$ cat src/design/pmcs_map.svh
// register offsets, field positions, reset values and timing counts
// assumes a 32-bit classic wishbone slave, one register per aligned word
`ifndef PMCS_MAP_SVH
`define PMCS_MAP_SVH
`define PMCS_OFS_CS1_BASE   8'h00
`define PMCS_OFS_CS2_BASE   8'h04
`define PMCS_OFS_CS1_MODE   8'h08
`define PMCS_OFS_CS2_MODE   8'h0c
`define PMCS_OFS_ACCESS     8'h10
`define PMCS_OFS_STATUS     8'h14
`define PMCS_RST_CS1_BASE   16'h0200
`define PMCS_RST_CS2_BASE   16'h0600
`define PMCS_RST_MODE       16'h0000
`define PMCS_BASE_MASK      16'hff88
`define PMCS_MODE_MASK      16'hf8ff
`define PMCS_ACKNOWLEDGE_MODE_FIELD_HI        15
`define PMCS_ACKNOWLEDGE_MODE_FIELD_LO        14
`define PMCS_AMW_HI         13
`define PMCS_AMW_LO         11
`define PMCS_SETUP_HI       7
`define PMCS_SETUP_LO       6
`define PMCS_STRB_HI        5
`define PMCS_STRB_LO        2
`define PMCS_HOLD_HI        1
`define PMCS_HOLD_LO        0
`define PMCS_QUARTERS       4
`define PMCS_ACK_TIMEOUT    255
`define PMCS_AMW_BASE       3
`define PMCS_TOP_ADDR       24'hffffff
`endif

$ cat src/design/pmcs_pkg.sv
// types shared by the chip-select timing block
// assumes nothing beyond the map header
package pmcs_pkg;
  typedef enum logic [1:0] {
    PMCS_ACK_OFF  = 2'h0,
    PMCS_ACK_TMO  = 2'h1,
    PMCS_ACK_WAIT = 2'h2,
    PMCS_ACK_RSVD = 2'h3
  } pmcs_acknowledge_mode_field_e;
  typedef enum logic [5:0] {
    PMCS_IDLE  = 6'h01,
    PMCS_SETUP = 6'h02,
    PMCS_STRB  = 6'h04,
    PMCS_HOLD  = 6'h08,
    PMCS_AMW   = 6'h10,
    PMCS_DONE  = 6'h20
  } pmcs_state_e;
endpackage : pmcs_pkg

$ cat src/design/pmcs_top.sv
// Operation
// - base register keeps address bits 23..15 in 15..7 and bit 11 in 3
// - base bits 6..4 and 2..0 read zero and ignore writes
// - reset loads base one 0x0200 and base two 0x0600
// - base two written all zero stretches region one to 0xffffff
// - alternate master wait is code plus three cycles, three to ten
// - setup wait is code plus one quarter instruction cycle
// - write strobe width is code plus one half cycle
// - read strobe width is code plus three quarters cycle
// - write data hold is code plus one quarter cycle
// - read data hold is code whole cycles, zero to three
//
// chip-select timing engine for a parallel master port
// assumes a classic wishbone master and synchronous external inputs
`timescale 1ns/100ps
`default_nettype none
`include "pmcs_map.svh"
module pmcs_top #(
  parameter int QDIV = 2
) (
  // clock and reset
  input  wire logic        clock,
  input  wire logic        rst_n,
  // wishbone slave
  input  wire logic        wb_cyc_i,
  input  wire logic        wb_stb_i,
  input  wire logic        wb_we_i,
  input  wire logic [7:0]  wb_adr_i,
  input  wire logic [3:0]  wb_sel_i,
  input  wire logic [31:0] wb_dat_i,
  output logic      [31:0] wb_dat_o,
  output logic             wb_ack_o,
  // external link
  input  wire logic        external_acknowledge_input,
  output logic             cs_one_o,
  output logic             cs_two_o,
  output logic             strobe_o,
  output logic             write_o,
  output logic             data_oe_o,
  output logic      [23:0] addr_o
);
  import pmcs_pkg::*;

  logic [15:0] chip_select_one_base_reg;
  logic [15:0] chip_select_two_base_reg;
  logic [15:0] mode_reg [2];
  logic [23:0] acc_addr_reg;
  logic        acc_write_reg;
  logic        acc_alt_reg;
  logic        busy_reg;
  logic        timeout_reg;
  logic        start_reg;
  pmcs_state_e state_reg;
  logic [9:0]  qcnt_reg;
  logic [7:0]  tmo_reg;
  logic        tick;
  logic        wb_req;
  logic        sel_two;
  logic [15:0] cur_mode;
  logic [23:0] cs2_start;
  logic        cs2_off;
  logic [9:0]  setup_q;
  logic [9:0]  strb_q;
  logic [9:0]  hold_q;
  logic [9:0]  amw_q;
  logic [1:0]  acknowledge_mode_field;
  logic        link_on;

  pmcs_qdiv #(.QDIV(QDIV)) u_qdiv (
    .clock (clock),
    .rst_n (rst_n),
    .tick  (tick)
  );

  assign wb_req = wb_cyc_i && wb_stb_i && !wb_ack_o;

  // region decode; base bit 11 and bits 23..15 form the start address
  assign cs2_start = {chip_select_two_base_reg[15:7], 3'h0,
                      chip_select_two_base_reg[3], 11'h000};
  assign cs2_off   = (chip_select_two_base_reg == 16'h0000);
  assign sel_two   = !cs2_off && (acc_addr_reg >= cs2_start);
  assign cur_mode  = sel_two ? mode_reg[1] : mode_reg[0];
  assign acknowledge_mode_field      = cur_mode[`PMCS_ACKNOWLEDGE_MODE_FIELD_HI:`PMCS_ACKNOWLEDGE_MODE_FIELD_LO];
  // zero read hold leaves the pins idle for its single clock
  assign link_on   = state_reg == PMCS_SETUP || state_reg == PMCS_STRB ||
                     (state_reg == PMCS_HOLD && hold_q != 10'h000);

  // all waits counted in quarter instruction cycles
  always_comb begin
    setup_q = 10'(cur_mode[`PMCS_SETUP_HI:`PMCS_SETUP_LO]) * 10'd4
            + 10'd1;
    if (acc_write_reg) begin
      strb_q = 10'(cur_mode[`PMCS_STRB_HI:`PMCS_STRB_LO]) * 10'd4
             + 10'd2;
      hold_q = 10'(cur_mode[`PMCS_HOLD_HI:`PMCS_HOLD_LO]) * 10'd4
             + 10'd1;
    end else begin
      strb_q = 10'(cur_mode[`PMCS_STRB_HI:`PMCS_STRB_LO]) * 10'd4
             + 10'd3;
      hold_q = 10'(cur_mode[`PMCS_HOLD_HI:`PMCS_HOLD_LO]) * 10'd4;
    end
    amw_q = (10'(cur_mode[`PMCS_AMW_HI:`PMCS_AMW_LO])
           + 10'd`PMCS_AMW_BASE) * 10'd4;
  end

  // base registers: only implemented bits take writes
  always_ff @(posedge clock) begin
    if (!rst_n) begin
      chip_select_one_base_reg <= `PMCS_RST_CS1_BASE;
      chip_select_two_base_reg <= `PMCS_RST_CS2_BASE;
    end else if (wb_req && wb_we_i && wb_sel_i[0] && wb_sel_i[1]) begin
      if (wb_adr_i == `PMCS_OFS_CS1_BASE)
        chip_select_one_base_reg <= wb_dat_i[15:0]
                                  & `PMCS_BASE_MASK;
      if (wb_adr_i == `PMCS_OFS_CS2_BASE)
        chip_select_two_base_reg <= wb_dat_i[15:0]
                                  & `PMCS_BASE_MASK;
    end
  end

  // mode registers, one per select
  genvar gi;
  generate
    for (gi = 0; gi < 2; gi++) begin : g_mode
      always_ff @(posedge clock) begin
        if (!rst_n) begin
          mode_reg[gi] <= `PMCS_RST_MODE;
        end else if (wb_req && wb_we_i && wb_sel_i[1:0] == 2'h3 &&
                     wb_adr_i == (`PMCS_OFS_CS1_MODE + 8'(gi * 4))) begin
          mode_reg[gi] <= wb_dat_i[15:0] & `PMCS_MODE_MASK;
        end
      end
    end
  endgenerate

  // access launch: address 23..0, bit 24 write, bit 25 alternate master
  // launches while busy are dropped; software polls busy first
  always_ff @(posedge clock) begin
    if (!rst_n) begin
      acc_addr_reg  <= 24'h000000;
      acc_write_reg <= 1'b0;
      acc_alt_reg   <= 1'b0;
      start_reg     <= 1'b0;
    end else begin
      start_reg <= 1'b0;
      if (wb_req && wb_we_i && wb_adr_i == `PMCS_OFS_ACCESS &&
          wb_sel_i == 4'hf && !busy_reg) begin
        acc_addr_reg  <= wb_dat_i[23:0];
        acc_write_reg <= wb_dat_i[24];
        acc_alt_reg   <= wb_dat_i[25];
        start_reg     <= 1'b1;
      end
    end
  end

  // timing sequencer
  always_ff @(posedge clock) begin
    if (!rst_n) begin
      state_reg   <= PMCS_IDLE;
      qcnt_reg    <= 10'h000;
      tmo_reg     <= 8'h00;
      busy_reg    <= 1'b0;
      timeout_reg <= 1'b0;
    end else begin
      case (state_reg)
        PMCS_IDLE: begin
          if (start_reg) begin
            busy_reg    <= 1'b1;
            timeout_reg <= 1'b0;
            qcnt_reg    <= 10'h000;
            state_reg   <= acc_alt_reg ? PMCS_AMW : PMCS_SETUP;
          end
        end
        PMCS_AMW: begin
          if (tick) qcnt_reg <= qcnt_reg + 10'h001;
          if (tick && qcnt_reg + 10'h001 >= amw_q) begin
            qcnt_reg  <= 10'h000;
            state_reg <= PMCS_SETUP;
          end
        end
        PMCS_SETUP: begin
          if (tick) qcnt_reg <= qcnt_reg + 10'h001;
          if (tick && qcnt_reg + 10'h001 >= setup_q) begin
            qcnt_reg  <= 10'h000;
            tmo_reg   <= 8'h00;
            state_reg <= PMCS_STRB;
          end
        end
        PMCS_STRB: begin
          if (tick) qcnt_reg <= qcnt_reg + 10'h001;
          if (tick && qcnt_reg[1:0] == 2'h3 && tmo_reg != 8'hff)
            tmo_reg <= tmo_reg + 8'h01;
          case (acknowledge_mode_field)
            PMCS_ACK_WAIT: begin
              if (external_acknowledge_input) begin
                qcnt_reg  <= 10'h000;
                state_reg <= PMCS_HOLD;
              end
            end
            PMCS_ACK_TMO: begin
              if (external_acknowledge_input) begin
                qcnt_reg  <= 10'h000;
                state_reg <= PMCS_HOLD;
              end else if (tick && qcnt_reg[1:0] == 2'h3 &&
                  ((cur_mode[5:2] == 4'h0 &&
                    tmo_reg == 8'(`PMCS_ACK_TIMEOUT - 1)) ||
                   (cur_mode[5:2] != 4'h0 &&
                    tmo_reg == 8'(cur_mode[5:2]) - 8'h01))) begin
                timeout_reg <= 1'b1;
                qcnt_reg    <= 10'h000;
                state_reg   <= PMCS_HOLD;
              end
            end
            default: begin
              // reserved ack code behaves as ack ignored
              if (tick && qcnt_reg + 10'h001 >= strb_q) begin
                qcnt_reg  <= 10'h000;
                state_reg <= PMCS_HOLD;
              end
            end
          endcase
        end
        PMCS_HOLD: begin
          if (tick) qcnt_reg <= qcnt_reg + 10'h001;
          if (hold_q == 10'h000 ||
              (tick && qcnt_reg + 10'h001 >= hold_q)) begin
            state_reg <= PMCS_DONE;
          end
        end
        PMCS_DONE: begin
          busy_reg  <= 1'b0;
          state_reg <= PMCS_IDLE;
        end
        default: state_reg <= PMCS_IDLE;
      endcase
    end
  end

  // registered pin outputs
  always_ff @(posedge clock) begin
    if (!rst_n) begin
      cs_one_o  <= 1'b0;
      cs_two_o  <= 1'b0;
      strobe_o  <= 1'b0;
      write_o   <= 1'b0;
      data_oe_o <= 1'b0;
      addr_o    <= 24'h000000;
    end else begin
      cs_one_o  <= link_on && !sel_two;
      cs_two_o  <= link_on && sel_two;
      strobe_o  <= (state_reg == PMCS_STRB);
      write_o   <= acc_write_reg;
      data_oe_o <= acc_write_reg && (state_reg == PMCS_SETUP ||
                   state_reg == PMCS_STRB || state_reg == PMCS_HOLD);
      addr_o    <= acc_addr_reg;
    end
  end

  // wishbone answer one cycle after request; unmapped reads zero
  always_ff @(posedge clock) begin
    if (!rst_n) begin
      wb_ack_o <= 1'b0;
      wb_dat_o <= 32'h00000000;
    end else begin
      wb_ack_o <= wb_req;
      wb_dat_o <= 32'h00000000;
      if (wb_req && !wb_we_i) begin
        case (wb_adr_i)
          `PMCS_OFS_CS1_BASE: wb_dat_o <= {16'h0000, chip_select_one_base_reg};
          `PMCS_OFS_CS2_BASE: wb_dat_o <= {16'h0000, chip_select_two_base_reg};
          `PMCS_OFS_CS1_MODE: wb_dat_o <= {16'h0000, mode_reg[0]};
          `PMCS_OFS_CS2_MODE: wb_dat_o <= {16'h0000, mode_reg[1]};
          `PMCS_OFS_ACCESS:   wb_dat_o <= {6'h00, acc_alt_reg,
                                           acc_write_reg, acc_addr_reg};
          `PMCS_OFS_STATUS:   wb_dat_o <= {29'h0, cs2_off,
                                           timeout_reg, busy_reg};
          default:            wb_dat_o <= 32'h00000000;
        endcase
      end
    end
  end

  // base reset values and read-zero holes
  base_rst_a: assert property (@(posedge clock)
    !rst_n |=> chip_select_one_base_reg == 16'h0200 &&
               chip_select_two_base_reg == 16'h0600)
    else $error("base reset value wrong");
  base_holes_a: assert property (@(posedge clock) disable iff (!rst_n)
    (chip_select_one_base_reg & 16'h0077) == 16'h0000 &&
    (chip_select_two_base_reg & 16'h0077) == 16'h0000)
    else $error("base hole bits set");
  base_write_a: assert property (@(posedge clock) disable iff (!rst_n)
    wb_req && wb_we_i && wb_sel_i[1:0] == 2'h3 &&
    wb_adr_i == 8'h00 |=> chip_select_one_base_reg ==
    ($past(wb_dat_i[15:0]) & 16'hff88))
    else $error("base write not stored");
  cs_extend_a: assert property (@(posedge clock) disable iff (!rst_n)
    chip_select_two_base_reg == 16'h0000 && state_reg == PMCS_STRB |=>
    cs_one_o && !cs_two_o)
    else $error("select two used when zero");
  seq_order_a: assert property (@(posedge clock) disable iff (!rst_n)
    state_reg == PMCS_SETUP ##1 state_reg != PMCS_SETUP |->
    state_reg == PMCS_STRB)
    else $error("setup not followed by strobe");
  setup_len_a: assert property (@(posedge clock) disable iff (!rst_n)
    state_reg == PMCS_SETUP && tick && qcnt_reg + 10'h001 < setup_q |=>
    state_reg == PMCS_SETUP)
    else $error("setup ended early");
  strb_len_a: assert property (@(posedge clock) disable iff (!rst_n)
    state_reg == PMCS_STRB && acknowledge_mode_field == 2'h0 && tick &&
    qcnt_reg + 10'h001 >= strb_q |=> state_reg == PMCS_HOLD)
    else $error("strobe overran");
  ack_wait_a: assert property (@(posedge clock) disable iff (!rst_n)
    state_reg == PMCS_STRB && acknowledge_mode_field == 2'h2 && !external_acknowledge_input
    |=> state_reg == PMCS_STRB)
    else $error("strobe ended without ack");
  hold_end_a: assert property (@(posedge clock) disable iff (!rst_n)
    state_reg == PMCS_HOLD && hold_q == 10'h000 |=> state_reg == PMCS_DONE)
    else $error("zero hold not skipped");
  // alternate wait, ack-off strobe and nonzero data hold run to their full length; ack ends strobe
  amw_len_a: assert property (@(posedge clock) disable iff (!rst_n)
    state_reg == PMCS_AMW && tick && qcnt_reg + 10'h001 < amw_q |=>
    state_reg == PMCS_AMW)
    else $error("alternate wait ended early");
  strb_min_a: assert property (@(posedge clock) disable iff (!rst_n)
    state_reg == PMCS_STRB && acknowledge_mode_field == 2'h0 && tick &&
    qcnt_reg + 10'h001 < strb_q |=> state_reg == PMCS_STRB)
    else $error("strobe ended early");
  hold_len_a: assert property (@(posedge clock) disable iff (!rst_n)
    state_reg == PMCS_HOLD && hold_q != 10'h000 && tick &&
    qcnt_reg + 10'h001 < hold_q |=> state_reg == PMCS_HOLD)
    else $error("data hold ended early");
  ack_end_a: assert property (@(posedge clock) disable iff (!rst_n)
    state_reg == PMCS_STRB && acknowledge_mode_field == 2'h1 && external_acknowledge_input
    |=> state_reg == PMCS_HOLD)
    else $error("ack did not end strobe");
  zero_hold_a: assert property (@(posedge clock) disable iff (!rst_n)
    state_reg == PMCS_HOLD && hold_q == 10'h000 |=>
    !cs_one_o && !cs_two_o)
    else $error("select held in zero hold");
endmodule : pmcs_top
`default_nettype wire

$ cat src/design/pmcs_qdiv.sv
// quarter-cycle enable divider
// assumes one system clock; emits one pulse every QDIV clocks
`timescale 1ns/100ps
`default_nettype none
module pmcs_qdiv #(
  parameter int QDIV = 2
) (
  // clock and reset
  input  wire logic clock,
  input  wire logic rst_n,
  // quarter-cycle tick
  output logic      tick
);
  logic [7:0] cnt_reg;
  always_ff @(posedge clock) begin
    if (!rst_n) begin
      cnt_reg <= 8'h00;
      tick    <= 1'b0;
    end else if (cnt_reg == 8'(QDIV - 1)) begin
      cnt_reg <= 8'h00;
      tick    <= 1'b1;
    end else begin
      cnt_reg <= cnt_reg + 8'h01;
      tick    <= 1'b0;
    end
  end
endmodule : pmcs_qdiv
`default_nettype wire

$ cat config.mk
export PLATFORM = sky130hd
export DESIGN_NAME = pmcs_top
export DESIGN_NICKNAME = d
export VERILOG_FILES = /design/src/design/pmcs_pkg.sv /design/src/design/pmcs_top.sv /design/src/design/pmcs_qdiv.sv
export VERILOG_INCLUDE_DIRS = /design/src /design/src/design
export SDC_FILE = /design/constraint.sdc
export NUM_CORES = 1
export LEC_CHECK = 0
export BUFFER_PORTS_ARGS = -buffer_cell sky130_fd_sc_hd__clkbuf_2
export CORE_MARGIN = 2
export CORE_UTILIZATION = 48
export DETAILED_ROUTE_END_ITERATION = 8
export GPL_TIMING_DRIVEN = 0
export PLACE_DENSITY = 0.81
export SLEW_MARGIN = 0
export SYNTH_ARGS = -nofsm -noshare
export SYNTH_HDL_FRONTEND = slang
export SYNTH_HIERARCHICAL = 1
export SYNTH_SLANG_ARGS = --single-unit
$ cat constraint.sdc
create_clock -name clock -period 4.2 [get_ports clock]
set_input_delay 0.63 -clock clock [delete_from_list [all_inputs] [get_ports clock]]
set_output_delay 0.63 -clock clock [all_outputs]
set_load 0.005 [all_outputs]
# Word-level counts from Yosys, hierarchy flattened
# Memories as Yosys holds them, arrays and structs flattened.
# Index checks and enable logic that the tools add are counted.
# op_classes
mux	46
n_reduce_logical	55
n_addsub	9
n_eq_ne	31
n_bitwise	3
n_lt_le_gt_ge	5
# ops
cell	n
case mux 26 bit (6 select lines)	1
2-to-1 mux 10 bit	8
case mux 10 bit (5 select lines)	1
2-to-1 mux 6 bit	8
case mux 6 bit (5 select lines)	1
logical AND 1 bit	26
2-to-1 mux 13 bit	2
greater-or-equal comparator 24 bit	1
greater-or-equal comparator 10 x 5 -> 1 bit	2
case mux 10 bit (2 select lines)	1
adder 8 x 1 -> 8 bit (second input constant)	2
equality test 8 x 4 -> 1 bit (second input constant)	2
equality test 8 x 5 -> 1 bit (second input constant)	2
zero test 16 bit	1
2-to-1 mux 16 bit	1
2-to-1 mux 8 bit	2
case mux 8 bit (2 select lines)	1
adder 6 x 2 -> 7 bit (second input constant)	2
2-to-1 mux 1 bit	14
case mux 6 bit (2 select lines)	1
adder 10 x 1 -> 10 bit (second input constant)	1
adder 4 x 1 -> 5 bit (second input constant)	2
greater-or-equal comparator 10 x 6 -> 1 bit	1
greater-or-equal comparator 10 x 7 -> 1 bit	1
40 further kinds	65
# totals
register_bits	144
output_inout_bits	62
mem_bits_rw	26
n_memories	1
# memory_table
memory	depth	word_bits	rd	rd_ports_with_merged_regs	write_ports	line	text
mode_reg	2	13	2	0	2	pmcs_top.sv:46	logic [15:0] mode_reg [2];

# Depth between registers and ports, before layout
# Gate-level depths: netlist of run 1.
# logic_depth
word_depth	13
ltp_mapped	18
depth_no_buf	17

# Hierarchy
# The synthesis of run 1 kept the hierarchy.
# by_module_without_submodules
module	cells_each	area_each_um2	instances	seq_area_each_um2
pmcs_top	800	7414.6	1	3363.2
pmcs_qdiv	39	390.4	1	180.2

# Worst setup path after synthesis of run 1
# OpenSTA, ideal clock, no wires.
# synth_timing
kind	register to register
start	reg chip_select_two_base_reg[11]
end	reg state_reg[4]
path_slack_ns	0.309
stages_incl_launch_ff	18
t_arrival_ns	3.763
required_ns	4.072
cell_sequence	dfxtp_1 -> inv_1 -> ha_1 -> nand4_1 -> a2111oi_0 -> a21oi_1 -> a21oi_4 -> mux2i_1 -> ha_1 -> ha_1 -> a21o_1 -> a21o_1 -> a211o_1 -> o22ai_1 -> nor3_1 -> and2_1 -> a41oi_1 -> nor2_1
# synth_between
elab_chain_len	11
# synth_lines
item	line	text
start: declaration	pmcs_top.sv:45	logic [15:0] chip_select_two_base_reg;
start signal: assignment	pmcs_top.sv:110	chip_select_two_base_reg <= `PMCS_RST_CS2_BASE;
start signal: assignment	pmcs_top.sv:116	chip_select_two_base_reg <= wb_dat_i[15:0]
branches (longest 2 deep; another with greater-or-equal comparator 24 bit)	--	
logical AND 1 bit (*)	pmcs_top.sv:81	assign sel_two = !cs2_off && (acc_addr_reg >= cs2_start);
2-to-1 mux 16 bit (*)	pmcs_top.sv:82	assign cur_mode = sel_two ? mode_reg[1] : mode_reg[0];
branches (longest 7 deep; another with greater-or-equal comparator 10 x 7 -> 1 bit)	--	
end signal: assignment	pmcs_top.sv:171	state_reg <= acc_alt_reg ? PMCS_AMW : PMCS_SETUP;
end: declaration	pmcs_top.sv:53	pmcs_state_e state_reg;
# Mark *: on every way between the ends.
# A chain may end at the register's enable or synchronous reset.

# Worst setup path after layout of run 1
# layout_timing
start	reg chip_select_two_base_reg[15]
end	reg qcnt_reg[0]
# layout_between
elab_chain_len	13
# layout_lines
item	line	text
branches (longest 2 deep; another with greater-or-equal comparator 24 bit)	--	
logical AND 1 bit (*)	pmcs_top.sv:81	
2-to-1 mux 16 bit (*)	pmcs_top.sv:82	
branches (longest 8 deep; another with greater-or-equal comparator 10 x 7 -> 1 bit)	--	
case mux 10 bit (5 select lines) (*)	pmcs_top.sv:165	case (state_reg)
end signal: assignment	pmcs_top.sv:175	if (tick) qcnt_reg <= qcnt_reg + 10'h001;
end signal: assignment	pmcs_top.sv:182	if (tick) qcnt_reg <= qcnt_reg + 10'h001;
end signal: assignment	pmcs_top.sv:190	if (tick) qcnt_reg <= qcnt_reg + 10'h001;
end: declaration	pmcs_top.sv:54	logic [9:0] qcnt_reg;
# Marks and branches as above.

==> tab_implementation.tex, run 1 <==
\begin{tabular}{lr}
\hline
Metric & Value \\
\hline
\multicolumn{2}{l}{\textbf{Outcome}} \\
\quad Run status & finished clean \\
\multicolumn{2}{l}{\textbf{Route}} \\
\quad Router iterations before antenna repair & 7 \\
\quad Drt drc & 0 \\
\quad Final routed wirelength across all metal layers & 22,600 µm \\
\quad Violation count after the first detailed-route iteration & 874 \\
\quad Antenna-violating nets left & 0 \\
\quad Post-detailed-route via-to-cell ratio & 5.82 \\
\quad Total number of vias & 7,008 \\
\quad Average wire length per cell after detail routing & 18.7 µm \\
\multicolumn{2}{l}{\textbf{Layout}} \\
\quad Diode insertion count for antenna repair & 0 \\
\quad FF+latch area & 3560 µm² \\
\quad Number of non-filler instances in the completed layout & 1,205 \\
\quad Layout overhead on the synthesized area & 21.7\% \\
\quad Design Area, Final & 9500 µm² \\
\quad Multi-input gate area & 4190 µm² \\
\quad Total of fill cells in the finished design & 1,323 \\
\quad Final nets & 1,060 \\
\quad Fraction of final layout cells with drive strength greater than 1 & 20.5\% \\
\multicolumn{2}{l}{\textbf{Synth}} \\
\quad XOR/XNOR share of the synthesized area & 2.69\% \\
\quad Warnings, synthesis & 6 \\
\quad Average footprint of a synthesized cell & 9.30 µm² \\
\quad Mux share of post-synthesis cell area & 6.70\% \\
\quad Synth Cell Area & 7800 µm² \\
\quad Number of distinct library cells after synthesis & 74 \\
\quad Sequential area share after synthesis & 45.4\% \\
\quad Synth async-reset ratio & 0\% \\
\quad Number of synthesized flops with an enable pin & 26 \\
\quad Post-synthesis register bit count & 164 \\
\quad Top\_reg\_cell synth & sky130\_fd\_sc\_hd\_\_dfxtp\_1 \\
\quad Fraction of synthesized cell area taken by the top area cell type & 35.4\% \\
\quad Top area cells in the synthesized netlist & sky130\_fd\_sc\_hd\_\_dfxtp\_1 35\%, sky130\_fd\_sc\_hd\_\_edfxtp\_1 10\%, sky130\_fd\_sc\_hd\_\_mux2i\_1 5.8\% \\
\quad Dominant cell type by area after synthesis & sky130\_fd\_sc\_hd\_\_dfxtp\_1 \\
\quad Post-Synth Simple-Gate Area & 22.4\% \\
\quad Compound-Gate Fraction of Synth Area & 13.4\% \\
\quad Dominant combinational cell family by area after synthesis & simple AND/OR/NAND/NOR gates \\
\quad Gate Count Post-Synth & 839 \\
\quad Adder-cell share of the synthesized area & 5.45\% \\
\multicolumn{2}{l}{\textbf{Hold path}} \\
\quad Worst min-delay path category & in2reg \\
\quad Worst hold path endpoint & acc\_addr\_reg[23] \\
\quad Hold depth & 3 \\
\quad Hold path startpoint & wb\_dat\_i[23] \\
\multicolumn{2}{l}{\textbf{Timing}} \\
\quad Worst slew margin & 35.5\% \\
\quad Fin worst setup slack & 0.123 ns \\
\quad Number of setup violations in the final report & 0 \\
\quad Upper clock frequency limit & 245 MHz \\
\quad Number of hold violations in the final report & 0 \\
\quad Transition time at the pin with the least slew margin & 0.959 ns \\
\quad Final critical path time including I/O delays and setup & 4.08 ns \\
\quad Max-slew violation total from the final report & 0 \\
\quad Final hold slack & 0.410 ns \\
\quad Setup Skew & 0.0125 ns \\
\quad Final worst path period share & 97.1\% \\
\multicolumn{2}{l}{\textbf{Critical path}} \\
\quad R2R Setup Slk & 0.12 ns \\
\quad Max FO, Critical Path & 5 \\
\quad Worst EP arrival & 4.43 ns \\
\quad Type of origin of the critical path & flop \\
\quad R2R Path End & qcnt\_reg[0] \\
\quad Required @ worst endpoint & 4.55 ns \\
\quad Number of cells traversed by the worst register-to-register path & 19 \\
\quad Slowest cell delay on critical path & 0.39 ns \\
\quad Critical-path cell with the highest stage delay & sky130\_fd\_sc\_hd\_\_mux2i\_4 \\
\quad Reg-to-reg startpoint & chip\_select\_two\_base\_reg[15] \\
\quad List of cells traversed by the critical path & inv\_1 > ha\_1 > nand4\_1 > buf\_4 > a2111oi\_4 > a21oi\_4 > a21oi\_4 > mux2i\_4 > ha\_4 > ha\_1 > a21o\_1 > a21o\_1 > a211o\_1 > o22ai\_4 > nor2\_2 > nand3\_4 > buf\_12 > o2111ai\_1 > o31ai\_1 \\
\quad CP Capture Type & flop \\
\quad Worst setup path class & reg2reg \\
\multicolumn{2}{l}{\textbf{Floorplan}} \\
\quad Standard cell core area & 15,900 µm² \\
\quad Initial Utilization & 49.1\% \\
\quad Die Ht & 132 µm \\
\quad Die width & 132 µm \\
\quad Row cnt & 46 \\
\quad Die footprint & 17,300 µm² \\
\quad Top-Level Pins & 112 \\
\multicolumn{2}{l}{\textbf{Global route}} \\
\quad Via count of the first global-routing pass & 6,493 \\
\quad Maximum number of pins on one net before global-route repair & 18 \\
\quad GRT Overall Usage & 25.4\% \\
\quad Initial antenna violation count & 0 \\
\quad Overall overflow remaining after global route & 0 \\
\quad First-pass GRT wire length & 34,600 µm \\
\multicolumn{2}{l}{\textbf{Power}} \\
\quad Worst-case vdd ir drop & 0.302 mV \\
\quad PD cells & 344 nW/µm² \\
\quad Leakage power & 3.78 nW \\
\multicolumn{2}{l}{\textbf{Place}} \\
\quad Worst setup slack before clock tree synthesis & -0.490 ns \\
\quad RD Place Congestion & 1.02 \\
\quad PortBufs & 98 \\
\quad Number of placed instances with taps included & 1,159 \\
\quad Total half-perimeter wirelength after legalization and detailed placement & 15,600 µm \\
\quad Instance area at placement & 8600 µm² \\
\multicolumn{2}{l}{\textbf{Clock network}} \\
\quad Insertion delay of the later-clocked pin in the worst-skew pair & 0.44 ns \\
\quad Clock Root Buffer & sky130\_fd\_sc\_hd\_\_clkbuf\_16 \\
\quad CTS tree & built \\
\quad CTS clk-pin slew, worst paths & 0.07 ns \\
\quad Maximum buffer depth of the clock tree & 2 \\
\quad Num CTS Buffers & 17 \\
\quad TritonCTS Sinks & 164 \\
\quad CTS H-tree depth & 4 \\
\multicolumn{2}{l}{\textbf{Flow run}} \\
\quad Number of max-cap violations & 0 \\
\hline
\end{tabular}
==> worst max-delay path by stage <==
stage               slack, ns                          from            to  cells past startpoint
finish                   0.12  chip_select_two_base_reg[15]   qcnt_reg[0]                     19
global route            -0.02  chip_select_two_base_reg[11]   qcnt_reg[7]                     19
floorplan                0.31  chip_select_two_base_reg[11]  state_reg[4]                     17
detailed placement      -0.49  chip_select_two_base_reg[11]   qcnt_reg[1]                     17
CTS                      0.02  chip_select_two_base_reg[14]  state_reg[4]                     19
global placement        -0.39  chip_select_two_base_reg[11]   qcnt_reg[1]                     17
==> layout by cell type, fill, tap and decap left out, types with 29 or more instances in the layout <==
cell type	count
sky130_fd_sc_hd__and2_1	70
sky130_fd_sc_hd__clkbuf_2	98
sky130_fd_sc_hd__clkbuf_1	36
sky130_fd_sc_hd__ha_1	29
sky130_fd_sc_hd__nor2_1	89
sky130_fd_sc_hd__nand2_1	95
sky130_fd_sc_hd__mux2i_1	42
sky130_fd_sc_hd__a21oi_1	45
sky130_fd_sc_hd__dfxtp_1	128
==> routing by layer <==
| metal | vias up | global-route usage, % | wire, µm |
|---|---|---|---|
| li1 | 3216 | - | - |
| met1 | 3276 | 34.0 | 9170 |
| met2 | 439 | 39.3 | 10300 |
| met3 | 77 | 6.02 | 2280 |
| met4 | 0 | 11.0 | 788 |
| met5 | - | 0 | 0 |
==> critical path, delay by kind of cell (launching register included) <==
kind            cells  cell delay, ns
fa+ha+maj           3            0.82
flops               1            0.36
mux                 1            0.39
buf+inv             3            0.36
simple gates        3            0.38
compound gates      9            1.69
==> cell usage after synthesis, types with 2 or more instances <==
cell type,n
sky130_fd_sc_hd__nand4b_1,4
sky130_fd_sc_hd__or4_1,5
sky130_fd_sc_hd__or3_1,4
sky130_fd_sc_hd__o21ai_1,5
sky130_fd_sc_hd__a211oi_2,3
sky130_fd_sc_hd__o22ai_1,4
sky130_fd_sc_hd__edfxtp_1,26
sky130_fd_sc_hd__mux2i_1,45
sky130_fd_sc_hd__and4_1,3
sky130_fd_sc_hd__nor4_1,11
sky130_fd_sc_hd__nor2_1,90
sky130_fd_sc_hd__nor3_1,11
sky130_fd_sc_hd__ha_1,34
sky130_fd_sc_hd__mux2i_2,2
sky130_fd_sc_hd__o211ai_1,3
sky130_fd_sc_hd__and2_1,71
sky130_fd_sc_hd__o221ai_1,5
sky130_fd_sc_hd__nand4_1,8
sky130_fd_sc_hd__a21o_1,4
sky130_fd_sc_hd__o2111ai_1,2
sky130_fd_sc_hd__nor2b_1,6
sky130_fd_sc_hd__buf_4,6
sky130_fd_sc_hd__clkbuf_1,34
sky130_fd_sc_hd__nand2_1,95
sky130_fd_sc_hd__a221oi_1,9
sky130_fd_sc_hd__a211o_1,2
sky130_fd_sc_hd__xnor2_1,6
sky130_fd_sc_hd__and3_1,9
sky130_fd_sc_hd__o21a_1,3
sky130_fd_sc_hd__nand2b_1,3
sky130_fd_sc_hd__o31ai_1,5
sky130_fd_sc_hd__buf_1,2
sky130_fd_sc_hd__a31oi_1,9
sky130_fd_sc_hd__dfxtp_1,138
sky130_fd_sc_hd__xor2_1,13
sky130_fd_sc_hd__nand3_1,21
sky130_fd_sc_hd__a21boi_0,2
sky130_fd_sc_hd__o21ai_0,20
sky130_fd_sc_hd__inv_1,28
sky130_fd_sc_hd__a211oi_1,4
sky130_fd_sc_hd__a222oi_1,4
sky130_fd_sc_hd__a21oi_1,46
sky130_fd_sc_hd__nor3b_1,3
==> layout make-up <==
class | instances | area share, %
Timing Repair Buffer | 113 | 6.52
Sequential cell | 164 | 37.5
Buffer | 43 | 2.11
Inverter | 29 | 1.15
Multi-Input combinational cell | 608 | 44.1
Clock buffer | 19 | 4.56
Clock inverter | 13 | 1.20
Tap cell | 216 | 2.84
==> timing repair <==
item | in CTS | in global routing
gates resized for setup | 13 | 33
endpoints found under the setup margin | 23 | 20
gates cloned | 0 | 0
pin swaps | 5 | 14
buffers inserted | 4 | 10
hold buffers | 0 | 0
==> power by group <==
| group | internal (mW) | switching (mW) |
|---|---|---|
| Clock | 0.778 | 0.699 |
| Combinational | 0.0618 | 0.105 |
| Sequential | 1.61 | 0.0172 |
==> logic make-up after synthesis <==
logic type,count (synthesis)
AO/OA/AOI/OAI,147
XOR/XNOR,21
adder cells (fa/ha/maj),34
buffers and inverters,72
flip-flops,164
multiplexers,50
other,1
AND/OR/NAND/NOR,350
==> per-stage QoR <==
| step | util [%] | power, mW | setup TNS (ns) |
|---|---|---|---|
| after floorplan | - | 1.75 | 0 |
| after global placement | 54.0 | 1.81 | -5.92 |
| after detailed placement | 54.1 | 1.82 | -8.60 |
| after CTS | 58.2 | 3.26 | 0 |
| after global routing | 59.8 | 3.37 | -0.0756 |
| final | 59.8 | 3.27 | 0 |
(Power assumes the default switching activity.)
==> inputs of run 2 (changes only) <==
- BUFFER_PORTS_ARGS: -buffer_cell sky130_fd_sc_hd__clkbuf_2 -> not set
- DONT_BUFFER_PORTS: not set -> 1
- PLACE_DENSITY: 0.81 -> 0.75
==> tab_implementation.tex, run 2 (synthesis gave the netlist of run 1 again) <==
\begin{tabular}{lr}
\hline
Metric & Value \\
\hline
\multicolumn{2}{l}{\textbf{Timing}} \\
\quad Final hold slack & 0.310 ns (-0.100 ns) \\
\quad Max-slew violation total from the final report & 0 (unchanged) \\
\quad Setup repair after global routing missed its margin & true \\
\quad Upper clock frequency limit & 238 MHz (-2.8\%) \\
\quad Number of hold violations in the final report & 0 (unchanged) \\
\quad Transition time at the pin with the least slew margin & 0.955 ns (-0.00427 ns) \\
\quad Number of setup violations in the final report & 0 (unchanged) \\
\quad Final critical path time including I/O delays and setup & 4.19 ns (+0.116 ns) \\
\quad Setup tns final & 0 ns (unchanged) \\
\quad Setup Skew & 0.0108 ns (-0.00164 ns) \\
\quad Final worst path period share & 99.8\% (+2.8 points) \\
\quad Worst slew margin & 35.8\% (+0.29 points) \\
\multicolumn{2}{l}{\textbf{Critical path}} \\
\quad List of cells traversed by the critical path & inv\_1 > ha\_1 > nand4\_1 > buf\_4 > nor4b\_4 > a211oi\_4 > buf\_6 > a21oi\_4 > mux2i\_4 > ha\_4 > ha\_4 > a21o\_1 > a21o\_1 > a211o\_1 > o22ai\_2 > nor2\_2 > nand3\_4 > a211oi\_4 > buf\_4 > o22ai\_1 \\
\quad Critical-path cell with the highest stage delay & sky130\_fd\_sc\_hd\_\_mux2i\_4 \\
\quad Type of origin of the critical path & flop \\
\quad Required @ worst endpoint & 4.52 ns (-0.03 ns) \\
\quad Number of cells traversed by the worst register-to-register path & 20 (+1) \\
\quad Worst setup path class & reg2reg \\
\quad Reg-to-reg startpoint & chip\_select\_two\_base\_reg[12] \\
\quad Total buffers and inverters traversed by the critical path & 4 (+1) \\
\quad R2R Setup Slk & 0.006 ns (-0.12 ns) \\
\quad CP Capture Type & flop \\
\quad Top Family by Delay on Critical Path & compound AO/OA/AOI/OAI gates \\
\quad Max FO, Critical Path & 7 (+2) \\
\quad Worst EP arrival & 4.52 ns (+0.09 ns) \\
\quad R2R Path End & qcnt\_reg[3] \\
\quad Slowest cell delay on critical path & 0.39 ns (about the same) \\
\multicolumn{2}{l}{\textbf{Clock network}} \\
\quad TritonCTS Sinks & 164 (unchanged) \\
\quad Clock Root Buffer & sky130\_fd\_sc\_hd\_\_clkbuf\_16 \\
\quad CTS clk-pin slew, worst paths & 0.07 ns (about the same) \\
\quad Num CTS Buffers & 17 (unchanged) \\
\quad Insertion delay of the later-clocked pin in the worst-skew pair & 0.44 ns (about the same) \\
\quad CTS tree & built \\
\quad CTS H-tree depth & 4 (unchanged) \\
\quad Maximum buffer depth of the clock tree & 2 (unchanged) \\
\multicolumn{2}{l}{\textbf{Global route}} \\
\quad Initial antenna violation count & 0 (unchanged) \\
\quad First-pass GRT wire length & 33,000 µm (-4.7\%) \\
\quad Maximum number of pins on one net before global-route repair & 17 (-1) \\
\quad Overall overflow remaining after global route & 0 (unchanged) \\
\quad Via count of the first global-routing pass & 6,030 (-7.1\%) \\
\quad GRT Overall Usage & 24.4\% (-1.0 points) \\
\multicolumn{2}{l}{\textbf{Hold path}} \\
\quad Worst min-delay path category & in2reg \\
\quad Hold path startpoint & rst\_n \\
\quad Hold depth & 1 (-2) \\
\quad Worst hold path endpoint & u\_qdiv/cnt\_reg[3] \\
\multicolumn{2}{l}{\textbf{Place}} \\
\quad Instance area at placement & 8110 µm² (-5.6\%) \\
\quad Total half-perimeter wirelength after legalization and detailed placement & 15,300 µm (-2.0\%) \\
\quad Number of placed instances with taps included & 1,061 (-8.5\%) \\
\quad RD Place Congestion & 0.987 (-3.1\%) \\
\quad PortBufs & 0 (-100\%) \\
\multicolumn{2}{l}{\textbf{Route}} \\
\quad Post-detailed-route via-to-cell ratio & 5.85 (+0.66\%) \\
\quad Antenna-violating nets left & 0 (unchanged) \\
\quad Router iterations before antenna repair & 7 (unchanged) \\
\quad Average wire length per cell after detail routing & 19.5 µm (+4.4\%) \\
\quad Total number of vias & 6,504 (-7.2\%) \\
\quad Drt drc & 0 (unchanged) \\
\quad Final routed wirelength across all metal layers & 21,700 µm (-3.7\%) \\
\quad Violation count after the first detailed-route iteration & 804 (-8.0\%) \\
\multicolumn{2}{l}{\textbf{Floorplan}} \\
\quad Die footprint & 17,300 µm² (unchanged) \\
\quad Initial Utilization & 49.1\% (unchanged) \\
\quad Die Ht & 132 µm (unchanged) \\
\quad Row cnt & 46 (unchanged) \\
\quad Standard cell core area & 15,900 µm² (unchanged) \\
\quad Top-Level Pins & 112 (unchanged) \\
\quad Die width & 132 µm (unchanged) \\
\multicolumn{2}{l}{\textbf{Power}} \\
\quad Leakage power & 3.38 nW (-11\%) \\
\quad PD cells & 357 nW/µm² (+3.8\%) \\
\quad Overall power & 3.24 mW (-0.86\%) \\
\quad Worst-case vdd ir drop & 0.306 mV (+1.3\%) \\
\multicolumn{2}{l}{\textbf{Layout}} \\
\quad Design Area, Final & 9080 µm² (-4.5\%) \\
\quad Layout overhead on the synthesized area & 16.3\% \\
\quad Diode insertion count for antenna repair & 0 (unchanged) \\
\quad Commonest non-fill, non-tap cell in the layout & sky130\_fd\_sc\_hd\_\_dfxtp\_1 \\
\quad Commonest non-fill, non-tap cells in the layout & 129 x sky130\_fd\_sc\_hd\_\_dfxtp\_1, 95 x sky130\_fd\_sc\_hd\_\_nand2\_1, 88 x sky130\_fd\_sc\_hd\_\_nor2\_1, 70 x sky130\_fd\_sc\_hd\_\_and2\_1, 45 x sky130\_fd\_sc\_hd\_\_a21oi\_1 \\
\quad Number of non-filler instances in the completed layout & 1,111 (-7.8\%) \\
\quad Fraction of final layout cells with drive strength greater than 1 & 12.8\% (-7.7 points) \\
\quad Final nets & 966 (-8.9\%) \\
\multicolumn{2}{l}{\textbf{Outcome}} \\
\quad Run status & finished clean \\
\multicolumn{2}{l}{\textbf{Flow run}} \\
\quad Number of max-cap violations & 0 (unchanged) \\
\hline
\end{tabular}
run 2: area by class of cell:
class,count,area [µm²]
fill,1362,6810
inverter,29,111
multi-input combinational,608,4210
timing repair buffer,19,175
sequential,164,3560
clock inverter,14,119
buffer,43,191
tap,216,270
clock buffer,18,439
run 2: how the worst max path moves through the flow:
stage                                 start            to  slack, ns  cells after the start
6_report       chip_select_two_base_reg[12]   qcnt_reg[3]      0.006                     20
5_1_grt        chip_select_two_base_reg[12]   qcnt_reg[3]      -0.16                     20
4_1_cts         chip_select_two_base_reg[8]  state_reg[4]       0.01                     19
3_5_place_dp   chip_select_two_base_reg[11]   qcnt_reg[1]      -0.54                     17
3_3_place_gp   chip_select_two_base_reg[11]   qcnt_reg[1]      -0.56                     17
2_1_floorplan  chip_select_two_base_reg[11]  state_reg[4]       0.31                     17
run 2: per-stage QoR:
stage / worst slack, ns / util [%]
2_1_floorplan: 0.309 / -
3_3_place_gp: -0.556 / 51.0
3_5_place_dp: -0.544 / 51.1
4_1_cts: 0.0108 / 55.6
5_1_grt: -0.160 / 57.1
6_report: 0.00649 / 57.1
run 2: routing by layer:
metal | part of all wire [%] | vias up | track usage, %
li1 | - | 3025 | -
met1 | 42 | 3104 | 33.7
met2 | 45 | 325 | 36.7
met3 | 9.8 | 50 | 6.52
met4 | 2.9 | 0 | 9.30
met5 | 0 | - | 0
run 2: worst register-to-register path, cell delays in order, from the launching register on:
cell	delay (ns)
sky130_fd_sc_hd__dfxtp_4	0.38
sky130_fd_sc_hd__inv_1	0.06
sky130_fd_sc_hd__ha_1	0.28
sky130_fd_sc_hd__nand4_1	0.14
sky130_fd_sc_hd__buf_4	0.18
sky130_fd_sc_hd__nor4b_4	0.30
sky130_fd_sc_hd__a211oi_4	0.12
sky130_fd_sc_hd__buf_6	0.15
sky130_fd_sc_hd__a21oi_4	0.23
sky130_fd_sc_hd__mux2i_4	0.39
sky130_fd_sc_hd__ha_4	0.27
sky130_fd_sc_hd__ha_4	0.25
sky130_fd_sc_hd__a21o_1	0.10
sky130_fd_sc_hd__a21o_1	0.13
sky130_fd_sc_hd__a211o_1	0.13
sky130_fd_sc_hd__o22ai_2	0.10
sky130_fd_sc_hd__nor2_2	0.22
sky130_fd_sc_hd__nand3_4	0.16
sky130_fd_sc_hd__a211oi_4	0.29
sky130_fd_sc_hd__buf_4	0.16
sky130_fd_sc_hd__o22ai_1	0.06
run 2: report_power, final:
part / internal [mW] / switching [mW]
clock: 0.788 / 0.694
combinational: 0.0484 / 0.0851
sequential: 1.61 / 0.0174
total: 2.44 / 0.796
run 2: what timing repair did:
action | 4_1_cts | 5_1_grt
hold buffers | 0 | 0
setup buffers | 6 | 12
setup endpoints to repair | 23 | 20
resized for setup | 16 | 32
pin swaps | 5 | 17
